==> config.mk <==
export PLATFORM = sky130hd
export DESIGN_NAME = two_phase_feedback_pwm
export DESIGN_NICKNAME = d
export VERILOG_FILES = /design/src/logic/pwm_pkg.sv /design/src/logic/phase_link_if.sv /design/src/logic/phase_channel.sv /design/src/logic/two_phase_feedback_pwm.sv
export VERILOG_INCLUDE_DIRS = /design/src /design/src/logic
export SDC_FILE = /design/constraint.sdc
export NUM_CORES = 1
export LEC_CHECK = 0
export BUFFER_PORTS_ARGS = -buffer_cell sky130_fd_sc_hd__clkbuf_2
export CAP_MARGIN = 20
export CORE_ASPECT_RATIO = 2
export CORE_MARGIN = 1.5
export CORE_UTILIZATION = 52
export DETAILED_ROUTE_END_ITERATION = 8
export HOLD_SLACK_MARGIN = 0.1
export PLACE_DENSITY = 0.8
export SLEW_MARGIN = 10
export SYNTH_ARGS = -nofsm -noshare
export SYNTH_HDL_FRONTEND = slang
export SYNTH_HIERARCHICAL = 1
export SYNTH_SLANG_ARGS = --single-unit
==> constraint.sdc <==
create_clock -name clk -period 3 [get_ports clk]
set_clock_uncertainty 0.15 [all_clocks]
set_input_delay 0.45 -clock clk [delete_from_list [all_inputs] [get_ports clk]]
set_output_delay 0.45 -clock clk [all_outputs]
set_load 0.05 [all_outputs]
==> src/logic/pwm_map.svh <==
// Register offsets, field positions and reset values of the PWM block
`ifndef PWM_MAP_SVH
`define PWM_MAP_SVH

// ****************************************************************
// Register byte offsets
// ****************************************************************
`define ADDR_CTRL 5'h00
`define ADDR_TIMEBASE 5'h04
`define ADDR_PHASE_A 5'h08
`define ADDR_PHASE_B 5'h0c
`define ADDR_STATUS 5'h10

// ****************************************************************
// Control register fields
// ****************************************************************
`define CTRL_PHASE_A_EN 0
`define CTRL_PHASE_B_EN 1
`define CTRL_ROLE_LO 2
`define CTRL_ROLE_HI 3
`define CTRL_HOLDOFF_A 4
`define CTRL_HOLDOFF_B 5
`define CTRL_WIDTH 6

// ****************************************************************
// Timebase register fields
// ****************************************************************
`define TB_PERIOD_LO 0
`define TB_PERIOD_HI 4
`define TB_DIV_LO 5
`define TB_DIV_HI 6

// ****************************************************************
// Phase register fields
// ****************************************************************
`define PH_OFFSET_LO 0
`define PH_OFFSET_HI 4
`define PH_STOP_CMP1 5
`define PH_STOP_CMP2 6
`define PH_WIDTH 7

// ****************************************************************
// Status register fields
// ****************************************************************
`define ST_COUNT_LO 0
`define ST_COUNT_HI 4
`define ST_SYNCED 5
`define ST_PHASE_A 6
`define ST_PHASE_B 7
`define ST_SYNC_OUT 8

// ****************************************************************
// Reset values
// ****************************************************************
`define RST_CTRL 6'h00
`define RST_PERIOD 5'h00
`define RST_DIV 2'h0
`define RST_PHASE 7'h00
`define RST_WAITREQ 1'h1
`define RST_RDATA 32'h0000_0000

`endif

==> src/logic/pwm_pkg.sv <==
// Types shared by the PWM block
package pwm_pkg;

	typedef enum logic [1:0] {
		ROLE_SELF_0 = 2'b00,
		ROLE_SELF_1 = 2'b01,
		ROLE_SLAVE = 2'b10,
		ROLE_MASTER = 2'b11
	} sync_role_t;

	typedef struct packed {
		logic [2:0] div_cnt;
		logic [4:0] count;
		logic synced;
		logic sync_out;
		logic sync_oe;
		logic waitreq;
		logic [31:0] rdata;
		logic [5:0] ctrl;
		logic [4:0] period;
		logic [1:0] div_sel;
		logic [6:0] ph_a;
		logic [6:0] ph_b;
	} pwm_state_t;

	typedef struct packed {
		logic fresh;
	} chan_state_t;

endpackage

==> src/logic/phase_link_if.sv <==
// Signals between the PWM timebase and one phase channel
`timescale 1ns/100ps
`default_nettype none

interface phase_link_if;
	logic set;
	logic enable;
	logic holdoff_en;
	logic [1:0] stop_en;
	logic [1:0] cmp;
	logic q;

	modport ctl (
		output set,
		output enable,
		output holdoff_en,
		output stop_en,
		output cmp,
		input q
	);

	modport chan (
		input set,
		input enable,
		input holdoff_en,
		input stop_en,
		input cmp,
		output q
	);
endinterface

`default_nettype wire

==> src/logic/phase_channel.sv <==
// One phase output with asynchronous comparator termination
`timescale 1ns/100ps
`default_nettype none

module phase_channel (
	input wire logic clk,
	input wire logic srst,
	phase_link_if.chan link
);

	// ****************************************************************
	// Holdoff window and asynchronous stop
	// ****************************************************************
	pwm_pkg::chan_state_t st;
	pwm_pkg::chan_state_t next_st;
	logic q;
	logic holdoff;
	logic kill;

	// Blank the whole setting cycle, so the edge never meets an open kill,
	// then the high half after it: Tosc/2 of guaranteed active time
	always_comb begin
		holdoff = link.holdoff_en & (link.set | (st.fresh & clk));
	end

	// No stop enable set means no termination: full duty
	always_comb begin
		kill = |(link.cmp & link.stop_en) & ~holdoff;
	end

	always_comb begin
		next_st = st;
		next_st.fresh = link.set & link.enable & ~srst;
	end

	always_ff @(posedge clk) begin
		st <= next_st;
	end

	// Async clear by comparator; a glitch on an enabled cmp outside holdoff ends the pulse at once
	always_ff @(posedge clk or posedge kill) begin
		if (kill) begin
			q <= 1'b0;
		end else if (srst | ~link.enable) begin
			q <= 1'b0;
		end else if (link.set) begin
			q <= 1'b1;
		end
	end

	assign link.q = q;

endmodule

`default_nettype wire

==> src/logic/two_phase_feedback_pwm.sv <==
// Two-phase feedback PWM with Avalon-MM register slave
`timescale 1ns/100ps
`default_nettype none
`include "pwm_map.svh"

module two_phase_feedback_pwm (
	input wire logic clk,
	input wire logic srst,
	input wire logic [4:0] avs_address,
	input wire logic avs_read,
	input wire logic avs_write,
	input wire logic [31:0] avs_writedata,
	input wire logic [3:0] avs_byteenable,
	output logic [31:0] avs_readdata,
	output logic avs_waitrequest,
	input wire logic cmp1_out,
	input wire logic cmp2_out,
	input wire logic sync_in,
	output logic sync_out,
	output logic sync_oe,
	output logic phase_a_output,
	output logic phase_b_output
);

	// ****************************************************************
	// Helper functions
	// ****************************************************************

	// Last value of the prescale counter for a divider select
	function automatic logic [2:0] div_last(input logic [1:0] sel);
		logic [2:0] r;
		r = 3'h0;
		unique case (sel)
			2'b00: begin
				r = 3'h0;
			end
			2'b01: begin
				r = 3'h1;
			end
			2'b10: begin
				r = 3'h3;
			end
			2'b11: begin
				r = 3'h7;
			end
		endcase
		return r;
	endfunction

	// Counter step with wrap at the period setting
	function automatic logic [4:0] count_step(
		input logic [4:0] cnt,
		input logic [4:0] per
	);
		logic [4:0] r;
		r = (cnt >= per) ? 5'h00 : 5'(cnt + 5'h01);
		return r;
	endfunction

	// Phase register view: the two stop enables, CMP2 above CMP1
	function automatic logic [1:0] stops(input logic [6:0] ph);
		return {ph[`PH_STOP_CMP2], ph[`PH_STOP_CMP1]};
	endfunction

	// Offset match for one phase register
	function automatic logic offset_hit(
		input logic [4:0] cnt,
		input logic [6:0] ph
	);
		return cnt == ph[`PH_OFFSET_HI:`PH_OFFSET_LO];
	endfunction

	// Decoded register hit on the bus address
	function automatic logic reg_hit(
		input logic [4:0] addr,
		input logic [4:0] target
	);
		return addr == target;
	endfunction

	// State after reset: bus idle with waitrequest up, settings clear
	function automatic pwm_pkg::pwm_state_t reset_state();
		pwm_pkg::pwm_state_t r;
		r.div_cnt = 3'h0;
		r.count = 5'h00;
		r.synced = 1'b0;
		r.sync_out = 1'b0;
		r.sync_oe = 1'b0;
		r.waitreq = `RST_WAITREQ;
		r.rdata = `RST_RDATA;
		r.ctrl = `RST_CTRL;
		r.period = `RST_PERIOD;
		r.div_sel = `RST_DIV;
		r.ph_a = `RST_PHASE;
		r.ph_b = `RST_PHASE;
		return r;
	endfunction

	// Status view: counter, sync state, both phases and the sync pin
	function automatic logic [31:0] status_of(
		input pwm_pkg::pwm_state_t s,
		input logic qa,
		input logic qb
	);
		logic [31:0] w;
		w = 32'h0000_0000;
		w[`ST_COUNT_HI:`ST_COUNT_LO] = s.count;
		w[`ST_SYNCED] = s.synced;
		w[`ST_PHASE_A] = qa;
		w[`ST_PHASE_B] = qb;
		w[`ST_SYNC_OUT] = s.sync_out;
		return w;
	endfunction

	// Prescale counter: cleared while idle and at every tick
	function automatic logic [2:0] prescale_next(
		input logic [2:0] cnt,
		input logic run,
		input logic tk
	);
		logic [2:0] r;
		r = 3'(cnt + 3'h1);
		if (!run || tk) begin
			r = 3'h0;
		end
		return r;
	endfunction

	// ****************************************************************
	// State
	// ****************************************************************
	pwm_pkg::pwm_state_t st;
	pwm_pkg::pwm_state_t next_st;
	pwm_pkg::sync_role_t role;
	logic running;
	logic tick;
	logic advanced;
	logic access;
	logic commit;
	logic [31:0] rd_value;
	logic [31:0] status_word;
	logic wr_ctrl;
	logic wr_timebase;
	logic wr_phase_a;
	logic wr_phase_b;

	phase_link_if link_a ();
	phase_link_if link_b ();

	always_comb begin
		role = pwm_pkg::sync_role_t'(st.ctrl[`CTRL_ROLE_HI:`CTRL_ROLE_LO]);
		running = st.ctrl[`CTRL_PHASE_A_EN] | st.ctrl[`CTRL_PHASE_B_EN];
		tick = running & (st.div_cnt == div_last(st.div_sel));
	end

	// ****************************************************************
	// Bus slave decode
	// ****************************************************************

	// One wait state on every access keeps read data from a flop
	always_comb begin
		access = (avs_read | avs_write) & st.waitreq;
		commit = avs_write & ~st.waitreq & avs_byteenable[0];
	end

	// Per-register write strobes; byte lane 0 carries every field
	always_comb begin
		wr_ctrl = commit & reg_hit(avs_address, `ADDR_CTRL);
		wr_timebase = commit & reg_hit(avs_address, `ADDR_TIMEBASE);
		wr_phase_a = commit & reg_hit(avs_address, `ADDR_PHASE_A);
		wr_phase_b = commit & reg_hit(avs_address, `ADDR_PHASE_B);
	end

	// ****************************************************************
	// Register readback
	// ****************************************************************
	always_comb begin
		status_word = status_of(st, link_a.q, link_b.q);
	end

	// Unmapped addresses read as zero and ignore writes
	always_comb begin
		rd_value = 32'h0000_0000;
		unique case (avs_address)
			`ADDR_CTRL: begin
				rd_value[5:0] = st.ctrl;
			end
			`ADDR_TIMEBASE: begin
				rd_value[6:0] = {st.div_sel, st.period};
			end
			`ADDR_PHASE_A: begin
				rd_value[6:0] = st.ph_a;
			end
			`ADDR_PHASE_B: begin
				rd_value[6:0] = st.ph_b;
			end
			`ADDR_STATUS: begin
				rd_value = status_word;
			end
			default: begin
				rd_value = 32'h0000_0000;
			end
		endcase
	end

	// ****************************************************************
	// Next state
	// ****************************************************************
	always_comb begin
		next_st = st;
		advanced = 1'b0;

		// Bus handshake
		next_st.waitreq = ~access;
		if (access && avs_read) begin
			next_st.rdata = rd_value;
		end
		if (wr_ctrl) begin
			next_st.ctrl = avs_writedata[`CTRL_WIDTH-1:0];
		end
		if (wr_timebase) begin
			next_st.period = avs_writedata[`TB_PERIOD_HI:`TB_PERIOD_LO];
			next_st.div_sel = avs_writedata[`TB_DIV_HI:`TB_DIV_LO];
		end
		if (wr_phase_a) begin
			next_st.ph_a = avs_writedata[`PH_WIDTH-1:0];
		end
		if (wr_phase_b) begin
			next_st.ph_b = avs_writedata[`PH_WIDTH-1:0];
		end

		// Prescaler
		next_st.div_cnt = prescale_next(st.div_cnt, running, tick);

		// Period counter and sync
		if (!running) begin
			next_st.count = 5'h00;
			next_st.synced = 1'b0;
		end else if (tick) begin
			unique case (role)
				pwm_pkg::ROLE_SLAVE: begin
					if (sync_in) begin
						next_st.count = 5'h00;
						next_st.synced = 1'b1;
						advanced = 1'b1;
					end else if (st.synced) begin
						// Own wrap only as a guard; master sync normally wins
						next_st.count = count_step(st.count, st.period);
						advanced = 1'b1;
					end else begin
						next_st.count = 5'h00;
					end
				end
				default: begin
					next_st.count = count_step(st.count, st.period);
					next_st.synced = 1'b1;
					advanced = 1'b1;
				end
			endcase
		end

		if (role != pwm_pkg::ROLE_SLAVE && running) begin
			next_st.synced = 1'b1;
		end

		// Master pin drive; high through the final tick of each period
		next_st.sync_oe = (role == pwm_pkg::ROLE_MASTER);
		next_st.sync_out = (role == pwm_pkg::ROLE_MASTER) & running &
			(next_st.count == st.period);

		if (srst) begin
			next_st = reset_state();
			advanced = 1'b0;
		end
	end

	always_ff @(posedge clk) begin
		st <= next_st;
	end

	// ****************************************************************
	// Phase channels
	// ****************************************************************

	// ****************************************************************
	// Phase A link
	// ****************************************************************
	// Set on the edge the counter enters the offset: step is 360/(per+1)
	assign link_a.set = advanced & st.ctrl[`CTRL_PHASE_A_EN] &
		offset_hit(next_st.count, st.ph_a);
	assign link_a.enable = st.ctrl[`CTRL_PHASE_A_EN];
	assign link_a.holdoff_en = st.ctrl[`CTRL_HOLDOFF_A];
	assign link_a.stop_en = stops(st.ph_a);
	assign link_a.cmp = {cmp2_out, cmp1_out};

	// ****************************************************************
	// Phase B link
	// ****************************************************************
	assign link_b.set = advanced & st.ctrl[`CTRL_PHASE_B_EN] &
		offset_hit(next_st.count, st.ph_b);
	assign link_b.enable = st.ctrl[`CTRL_PHASE_B_EN];
	assign link_b.holdoff_en = st.ctrl[`CTRL_HOLDOFF_B];
	assign link_b.stop_en = stops(st.ph_b);
	assign link_b.cmp = {cmp2_out, cmp1_out};

	// ****************************************************************
	// Channel instances
	// ****************************************************************
	phase_channel u_phase_a (
		.clk(clk),
		.srst(srst),
		.link(link_a.chan)
	);

	phase_channel u_phase_b (
		.clk(clk),
		.srst(srst),
		.link(link_b.chan)
	);

	// ****************************************************************
	// Outputs
	// ****************************************************************
	assign avs_readdata = st.rdata;
	assign avs_waitrequest = st.waitreq;
	assign sync_out = st.sync_out;
	assign sync_oe = st.sync_oe;
	assign phase_a_output = link_a.q;
	assign phase_b_output = link_b.q;

endmodule

`default_nettype wire

==> results of run 1 <==
routing by layer:
| layer | vias to the layer above | part of all wire | wire [um] | track usage |
|---|---|---|---|---|
| met5 | - | 0 | 0 | 0 |
| met4 | 0 | 0.045 | 346 | 0.199 |
| met3 | 26 | 0.041 | 317 | 0.0652 |
| met2 | 105 | 0.55 | 4270 | 0.445 |
| met1 | 1194 | 0.36 | 2810 | 0.232 |
| li1 | 1189 | - | - | - |
flip-flops by register name, summed over array words and instances, names as in the netlist, 2 cells and up:
name,flops
st,26
avs_readdata,9
link_a.stop_en,2
link_b.stop_en,2
role,2
power by group:
part / switching [uW] / internal, uW
clock network: 275 / 303
registers: 5.17 / 698
logic: 134 / 30.4
synthesized netlist by cell type, types with 3 or more instances:
library cell / count
nor3_1: 6
nand3_1: 3
mux2i_1: 31
nand2b_1: 3
o211ai_1: 3
xnor2_1: 7
clkbuf_1: 10
inv_1: 11
a211oi_1: 8
buf_4: 32
o21ai_0: 10
a21oi_1: 11
and3_1: 3
nand4_1: 6
nand2_1: 14
mux2_2: 12
and3b_1: 3
xor2_1: 5
ha_1: 7
nor2_1: 49
dfxtp_1: 50
a222oi_1: 6
worst max-delay path, cell delays in order (launching register included):
cell and delay (ns):
dfxtp_2 0.34, inv_2 0.04, ha_4 0.24, a21oi_4 0.16, o21ai_2 0.08, a21o_1 0.19
or4b_4 0.56, a31oi_4 0.26, buf_6 0.14, xor2_2 0.07, nor4_2 0.31, buf_4 0.17
nor2_2 0.03, nor3b_2 0.17
logic make-up after synthesis:
family / after synthesis
AO/OA/AOI/OAI: 51
XOR/XNOR: 12
adder cells (fa/ha/maj): 7
buffers and inverters: 56
flip-flops: 52
multiplexers: 43
other: 1
AND/OR/NAND/NOR: 104
stage by stage:
step                      utilization  hold WS [ns]
after global routing            0.637        -0.471
after CTS                       0.606        -0.506
after detailed placement        0.572        -0.287
after floorplan                     -        -0.283
final                           0.637        -0.500
after global placement          0.572        -0.287
cell type report:
class                           count  area, um2  area share
Sequential cell                    52       1060       0.308
Clock inverter                      2       13.8     0.00399
Tap cell                           60       75.1      0.0217
Timing Repair Buffer               58        365       0.106
Clock buffer                       10        138      0.0399
Multi-Input combinational cell    240       1760       0.509
Inverter                           11       41.3      0.0120
worst min-delay path by stage:
| stage | startpoint | end | cells after the start |
|---|---|---|---|
| 2_1_floorplan | clk | u_phase_a/link.q | 2 |
| 3_5_place_dp | clk | u_phase_b/link.q | 2 |
| 4_1_cts | clk | u_phase_b/link.q | 4 |
| 5_1_grt | clk | u_phase_b/link.q | 4 |
| 3_3_place_gp | clk | u_phase_b/link.q | 2 |
| 6_report | clk | u_phase_b/link.q | 4 |
what timing repair did:
action                                 in CTS  in global routing
pin swaps                                   0                 12
endpoints found under the hold margin       1                  0
hold buffers                                2                  0
buffers inserted                            0                  4
setup endpoints to repair                   4                  5
resized for setup                           5                 35
==> metrics.txt, run 1 <==
core area=between 0.005 and 0.006 mm2; final setup fails=1; DP Area=between 0.003 and 0.004 mm2; DRC viols=0; Synth cell types=between 40 and 50; Worst Path Class, Setup=flop to flop; pwr dens=approximately 420 mW/mm2; global-route congestion overflow total=0; chip width=56.1 um; register area share after synthesis=0.359; Crit Reg-Reg Startpoint=st[20]; failing checks=negative hold slack, negative setup slack; worst r2r dst=u_phase_b/link.q; nets=427; Compound-Gate Fraction of Synth Area=0.124; I/O pins=85; Rel. slew slack=0.540; gpl congestion=0.915; final setup margin=-0.00391 ns; Slew Viols, Final=0; number of max-cap violations=0; Syn Std Cell Area=0.00293 mm2; fin crit period=3.00 ns; 1st-pass router iterations=6; pre-CTS WS=-0.198 ns; Clock Latency Late Sink=0.43 ns; Port Buf Inserts=33; reg-to-reg slack, setup=-0.004 ns; proportion of synthesized area in mux cells=0.152; post-synthesis simple-gate area fraction=0.183; # placed instances=roughly 420; Yosys top cell area share=0.342; type of origin of the critical path=flop; Final HPWL DP=roughly 5.4 mm; clk slew on worst S/H paths=approximately 0.090 ns; Antenna Nets Post-Route=0; FF-to-FF path depth=13; TritonCTS clock tree=built; fin area=0.00345 mm2; antenna cells=0; GRT Util Overall=0.248; status=finished with violations; Worst Hold Class=clock port to async pin; final hold vios=2; critical path launch point=st[20]; VDD IR max=589 uV; largest net degree at the start of global routing=between 40 and 50; Post-Syn Area per Cell=8.99 um2; most frequent cells in the layout=47 x nor2_1, 41 x dfxtp_1, 33 x clkbuf_2; first-pass GRT wire length=about 11 mm; Via density=slightly below 6; Layout Area Growth over Synthesis=17.8%; final cell count without fillers=433; period utilisation layout=1.00; worst slew pin tran=0.691 ns; Crit. End Element=flop; Tot Pwr=approximately 1400 uW; asr flop ratio synth=0.0385; die area=roughly 0.0061 mm2; Cells after Synth=around 330; WL final=7.74 mm; flop and latch count out of synthesis=52; Die Y=109 um; Critical Path RT=3.21 ns; initial antenna violation count=0; vias in the first global route=2423; top post-synthesis cells by area=dfxtp_1 34%, mux2i_1 11%, buf_4 8.2%; Starting Density=0.541; largest family of logic cells by synthesized area=simple AND/OR/NAND/NOR gates; worst setup path end=u_phase_b/link.q; Vias=2514; Yosys warning count=6; CP max FO=3; initial DRC count=approximately 120; LEAKAGE=0.00153 uW; adder and majority cell fraction of the synthesized area=0.0299; Routed WL per cell=17.9 um; Min Hold Slack=-0.500 ns; area leader, netlist=dfxtp_1; share of layout cells above drive strength 1=0.324; xor/xnor share of the synthesized area=0.0359; Main synth FF type=dfxtp_1; Fill cells=453; Rows=38; TNS Setup=-0.00391 ns; RSZ-0062 raised after global routing=true; Fmax=roughly 330 MHz; commonest non-fill, non-tap cell in the layout=nor2_1; number of synthesized flops with an enable pin=0; Crit path arrival time=3.21 ns
(Power assumes the default switching activity.)
==> run 2: changes to the inputs <==
--- a/config.mk
+++ b/config.mk
@@ -13,7 +13,7 @@
 export CORE_UTILIZATION = 52
 export DETAILED_ROUTE_END_ITERATION = 8
 export HOLD_SLACK_MARGIN = 0.1
-export PLACE_DENSITY = 0.8
+export PLACE_DENSITY = 0.82
 export SLEW_MARGIN = 10
 export SYNTH_ARGS = -nofsm -noshare
 export SYNTH_HDL_FRONTEND = slang
==> metrics.txt, run 2 (same netlist as run 1, synthesis figures left out) <==
Rel. slew slack=0.544; fin area=0.00347 mm2; DRC viols=0; final hold vios=2; cell mode on critical path=buf_4; Vias=2630; VDD IR max=491 uV; TritonCTS clock tree=built; 1st-pass router iterations=7; nets=430; final setup margin=-0.111 ns; Slew Viols, Final=0; GRT Util Overall=0.253; share of layout cells above drive strength 1=0.316; Biggest register=st; reg-to-reg slack, setup=-0.11 ns; I/O pins=85; Routed WL per cell=18.7 um; Crit Reg-Reg Startpoint=st[62]; Worst Hold Class=clock port to async pin; pre-CTS WS=-0.120 ns; worst slew pin tran=~0.68 ns; type of origin of the critical path=flop; period utilisation layout=1.04; delay of the slowest cell on the worst path=around 0.56 ns; Clock Latency Late Sink=0.43 ns; Die Y=109 um; CP max FO=4; Final HPWL DP=5.44 mm; Via density=6.03; Antenna Nets Post-Route=0; Largest register FFs=26; largest net degree at the start of global routing=43; Crit path arrival time=~3.3 ns; die area=between 0.006 and 0.007 mm2; DP Area=0.00311 mm2; first-pass GRT wire length=11.7 mm; LEAKAGE=0.00154 uW; pwr dens=412 mW/mm2; failing checks=negative hold slack, negative setup slack; Layout Area Growth over Synthesis=18.4%; commonest non-fill, non-tap cell in the layout=nor2_1; Critical Path RT=3.21 ns; Buffers & Inverters on Critical Path=2; initial antenna violation count=0; Fmax=roughly 320 MHz; status=finished with violations; CP cell instances=nor2b_1 > o21ai_2 > a21o_1 > or4b_4 > a31oi_4 > buf_4 > xor2_1 > a2111oi_2 > buf_4 > nor2_1 > nor3b_2; Starting Density=0.541; most frequent cells in the layout=48 x nor2_1, 43 x dfxtp_1, 33 x clkbuf_2; Crit. End Element=flop; initial DRC count=119; chip width=56.1 um; gpl congestion=0.954; slowest CP cell=or4b_4; number of max-cap violations=0; FF-to-FF path depth=11; antenna cells=0; clk slew on worst S/H paths=0.10 ns; WL final=8.14 mm; fin crit period=3.11 ns; critical path's top delay family=simple AND/OR/NAND/NOR gates; Worst Path Class, Setup=flop to flop; vias in the first global route=around 2500; Min Hold Slack=-0.490 ns; final setup fails=3; global-route congestion overflow total=0; Port Buf Inserts=33; worst r2r dst=u_phase_a/link.q; Rows=38; RSZ-0062 raised after global routing=true; core area=~0.0054 mm2
run 2: worst max-delay path by stage:
stage,slack (ns),depth (start not counted),start,to
global route,-0.18,12,st[67],u_phase_a/link.q
detailed placement,-0.12,12,st[18],u_phase_a/link.q
CTS,0.002,12,st[20],u_phase_a/link.q
global placement,-0.09,12,st[20],u_phase_a/link.q
finish,-0.11,11,st[62],u_phase_a/link.q
floorplan,0.0009,11,st[18],u_phase_a/link.q
run 2: tightest hold or removal path: stages:
cell      delay (ns)
clkbuf_8        0.10
clkbuf_8        0.10
a21oi_1         0.05
o21ai_0         0.18
run 2: metrics by stage:
stage,instances,util,setup TNS (ns),total power [uW]
6_report,436,0.640,-0.175,1430
5_1_grt,436,0.640,-0.425,1480
4_1_cts,430,0.608,0,1430
3_5_place_dp,416,0.573,-0.235,880
3_3_place_gp,416,0.573,-0.131,879
2_1_floorplan,348,-,0,876
run 2: what timing repair did:
| action | 4_1_cts | 5_1_grt |
|---|---|---|
| setup endpoints to repair | 4 | 6 |
| hold buffers | 2 | 0 |
| buffers inserted | 0 | 6 |
| hold endpoints to repair | 1 | 0 |
| pin swaps | 0 | 12 |
| resized for setup | 6 | 30 |
run 2: area by class of cell:
| class | instances | area, um2 |
|---|---|---|
| inverter | 11 | 41.3 |
| multi-input combinational | 240 | 1770 |
| timing repair buffer | 61 | 384 |
| tap | 60 | 75.1 |
| sequential | 52 | 1060 |
| clock buffer | 10 | 128 |
| fill | 437 | 1950 |
| clock inverter | 2 | 16.3 |
run 2: power breakdown:
group | internal [uW] | switching (uW) | total, uW
combinational | 30.5 | 136 | 166
clock | 280 | 279 | 560
sequential | 698 | 5.05 | 703
run 2: layer usage:
layer  share of wire  global-route usage  routed length [um]  vias up
li1                -                   -                   -     1199
met3           0.056              0.0664                 460       42
met1            0.34               0.235                2780     1250
met5               0                   0                   0        -
met4           0.059               0.168                 483        0
met2            0.54               0.471                4420      139
==> run 3: changes to the inputs <==
==> constraint.sdc (replaced) <==
create_clock -name clk -period 2.9 [get_ports clk]
set_clock_uncertainty 0.15 [all_clocks]
set_input_delay 0.435 -clock clk [delete_from_list [all_inputs] [get_ports clk]]
set_output_delay 0.435 -clock clk [all_outputs]
set_load 0.05 [all_outputs]
==> metrics.txt, run 3 (same netlist as run 1, synthesis figures left out) <==
status=finished with violations; failing checks=negative hold slack, negative setup slack; period utilisation layout=1.01; global-route congestion overflow total=0; Rows=38; first-pass GRT wire length=approximately 12 mm; I/O pins=85; CP max FO=3; initial antenna violation count=0; most frequent cells in the layout=48 x nor2_1, 42 x dfxtp_1, 33 x clkbuf_2; Routed met3 length=around 430 um; Crit Reg-Reg Startpoint=st[65]; Biggest register=st; WP depth=12; DRT met1 WL=~2.6 mm; reg-to-reg slack, setup=-0.03 ns; Critical Path RT=3.10 ns; 1st-pass router iterations=5; CP cell instances=ha_4 > a21oi_2 > o21ai_2 > a21o_1 > or4b_4 > a31oi_4 > buf_6 > xor2_1 > nor4_1 > buf_4 > nor2_2 > nor3b_2; nets=435; RSZ-0062 raised after global routing=true; Vias=2608; final core utilization=0.640; GRT Util Overall=0.254; Slew Viols, Final=0; DRC viols=0; Layout Area Growth over Synthesis=18.4%; final setup margin=-0.0252 ns; Routed WL per cell=17.3 um; Die Y=between 100 and 150 um; Crit. End Element=flop; Final HPWL DP=approximately 5.4 mm; Clock Latency Late Sink=between 0.4 and 0.5 ns; largest net degree at the start of global routing=43; Largest register FFs=26; antenna cells=0; Fmax=342 MHz; Crit path arrival time=between 3 and 4 ns; critical path's top delay family=simple AND/OR/NAND/NOR gates; Antenna Nets Post-Route=0; TritonCTS clock tree=built; Min Hold Slack=-0.489 ns; DP Area=0.00317 mm2; LEAKAGE=around 0.0016 uW; pwr dens=452 mW/mm2; clk slew on worst S/H paths=0.11 ns; Worst Hold Class=clock port to async pin; gpl congestion=0.922; final setup fails=1; fin area=0.00347 mm2; fin crit period=roughly 2.9 ns; commonest non-fill, non-tap cell in the layout=nor2_1; Port Buf Inserts=33; initial DRC count=127; vias in the first global route=2515; type of origin of the critical path=flop; slowest CP cell=or4b_4; delay of the slowest cell on the worst path=0.57 ns; critical path launch point=st[65]; Starting Density=0.541; routed length on met2=around 4.1 mm; chip width=56.1 um; number of max-cap violations=0; share of layout cells above drive strength 1=0.312; worst slew pin tran=0.653 ns; VDD IR max=539 uV; Worst Path Class, Setup=flop to flop; core area=~0.0054 mm2; Via density=5.91; Rel. slew slack=0.565; Tot Pwr=1570 uW; Buffers & Inverters on Critical Path=2; WL final=7.62 mm; FF-to-FF path depth=12; final hold vios=2; DR top layer=met4; die area=0.00612 mm2
==> run 3: worst paths after layout <==
path                                           to
max in group asynchronous        u_phase_b/link.q
min in group clk                link_b.stop_en[1]
worst min register to register   u_phase_a/link.q
worst max-delay path             u_phase_b/link.q
worst max register to register   u_phase_b/link.q
worst min-delay path             u_phase_a/link.q
==> run 3: cell type report <==
type,count,area (um2)
fillers,448,1950
multi-input cells,240,1700
flip-flops and latches,52,1060
repair buffers,66,422
clock buffers,10,128
well taps,60,75.1
inverters,11,41.3
clock inverters,2,38.8
==> run 3: what timing repair did <==
item                       in CTS  in global routing
setup buffers                   0                  4
cloned                          0                  0
gates resized for setup         5                 21
hold endpoints to repair        1                  0
hold buffers                    2                  0
setup endpoints to repair       4                  4
pin swaps                       2                 10
==> run 3: worst reg2reg max path, delay by kind of cell (launching register included) <==
kind / cells / cell delay (ns)
adders and majority gates: 1 / 0.25
and+or+nand+nor: 4 / 1.04
buffers and inverters: 2 / 0.31
AOI/OAI and AO/OA: 4 / 0.68
xor gates and xnor gates: 1 / 0.05
DFF: 1 / 0.36
==> run 3: layer usage <==
| metal | up-vias | track usage |
|---|---|---|
| li1 | 1214 | - |
| met1 | 1229 | 0.237 |
| met2 | 121 | 0.450 |
| met3 | 44 | 0.0581 |
| met4 | 0 | 0.224 |
| met5 | - | 0 |
==> run 3: report_power, final <==
part / total, uW / switching, uW / internal (uW)
combinational: 172 / 140 / 31.6
sequential: 727 / 5.14 / 722
clock: 669 / 290 / 379
total: 1570 / 435 / 1130
==> run 3: stage by stage <==
stage,worst slack [ns],setup TNS [ns],std cells
after floorplan,0.0643,0,348
after global placement,-0.0522,-0.0631,423
after detailed placement,-0.0486,-0.0591,423
after CTS,0.0178,0,437
after global routing,-0.152,-0.379,441
final,-0.0252,-0.0252,441
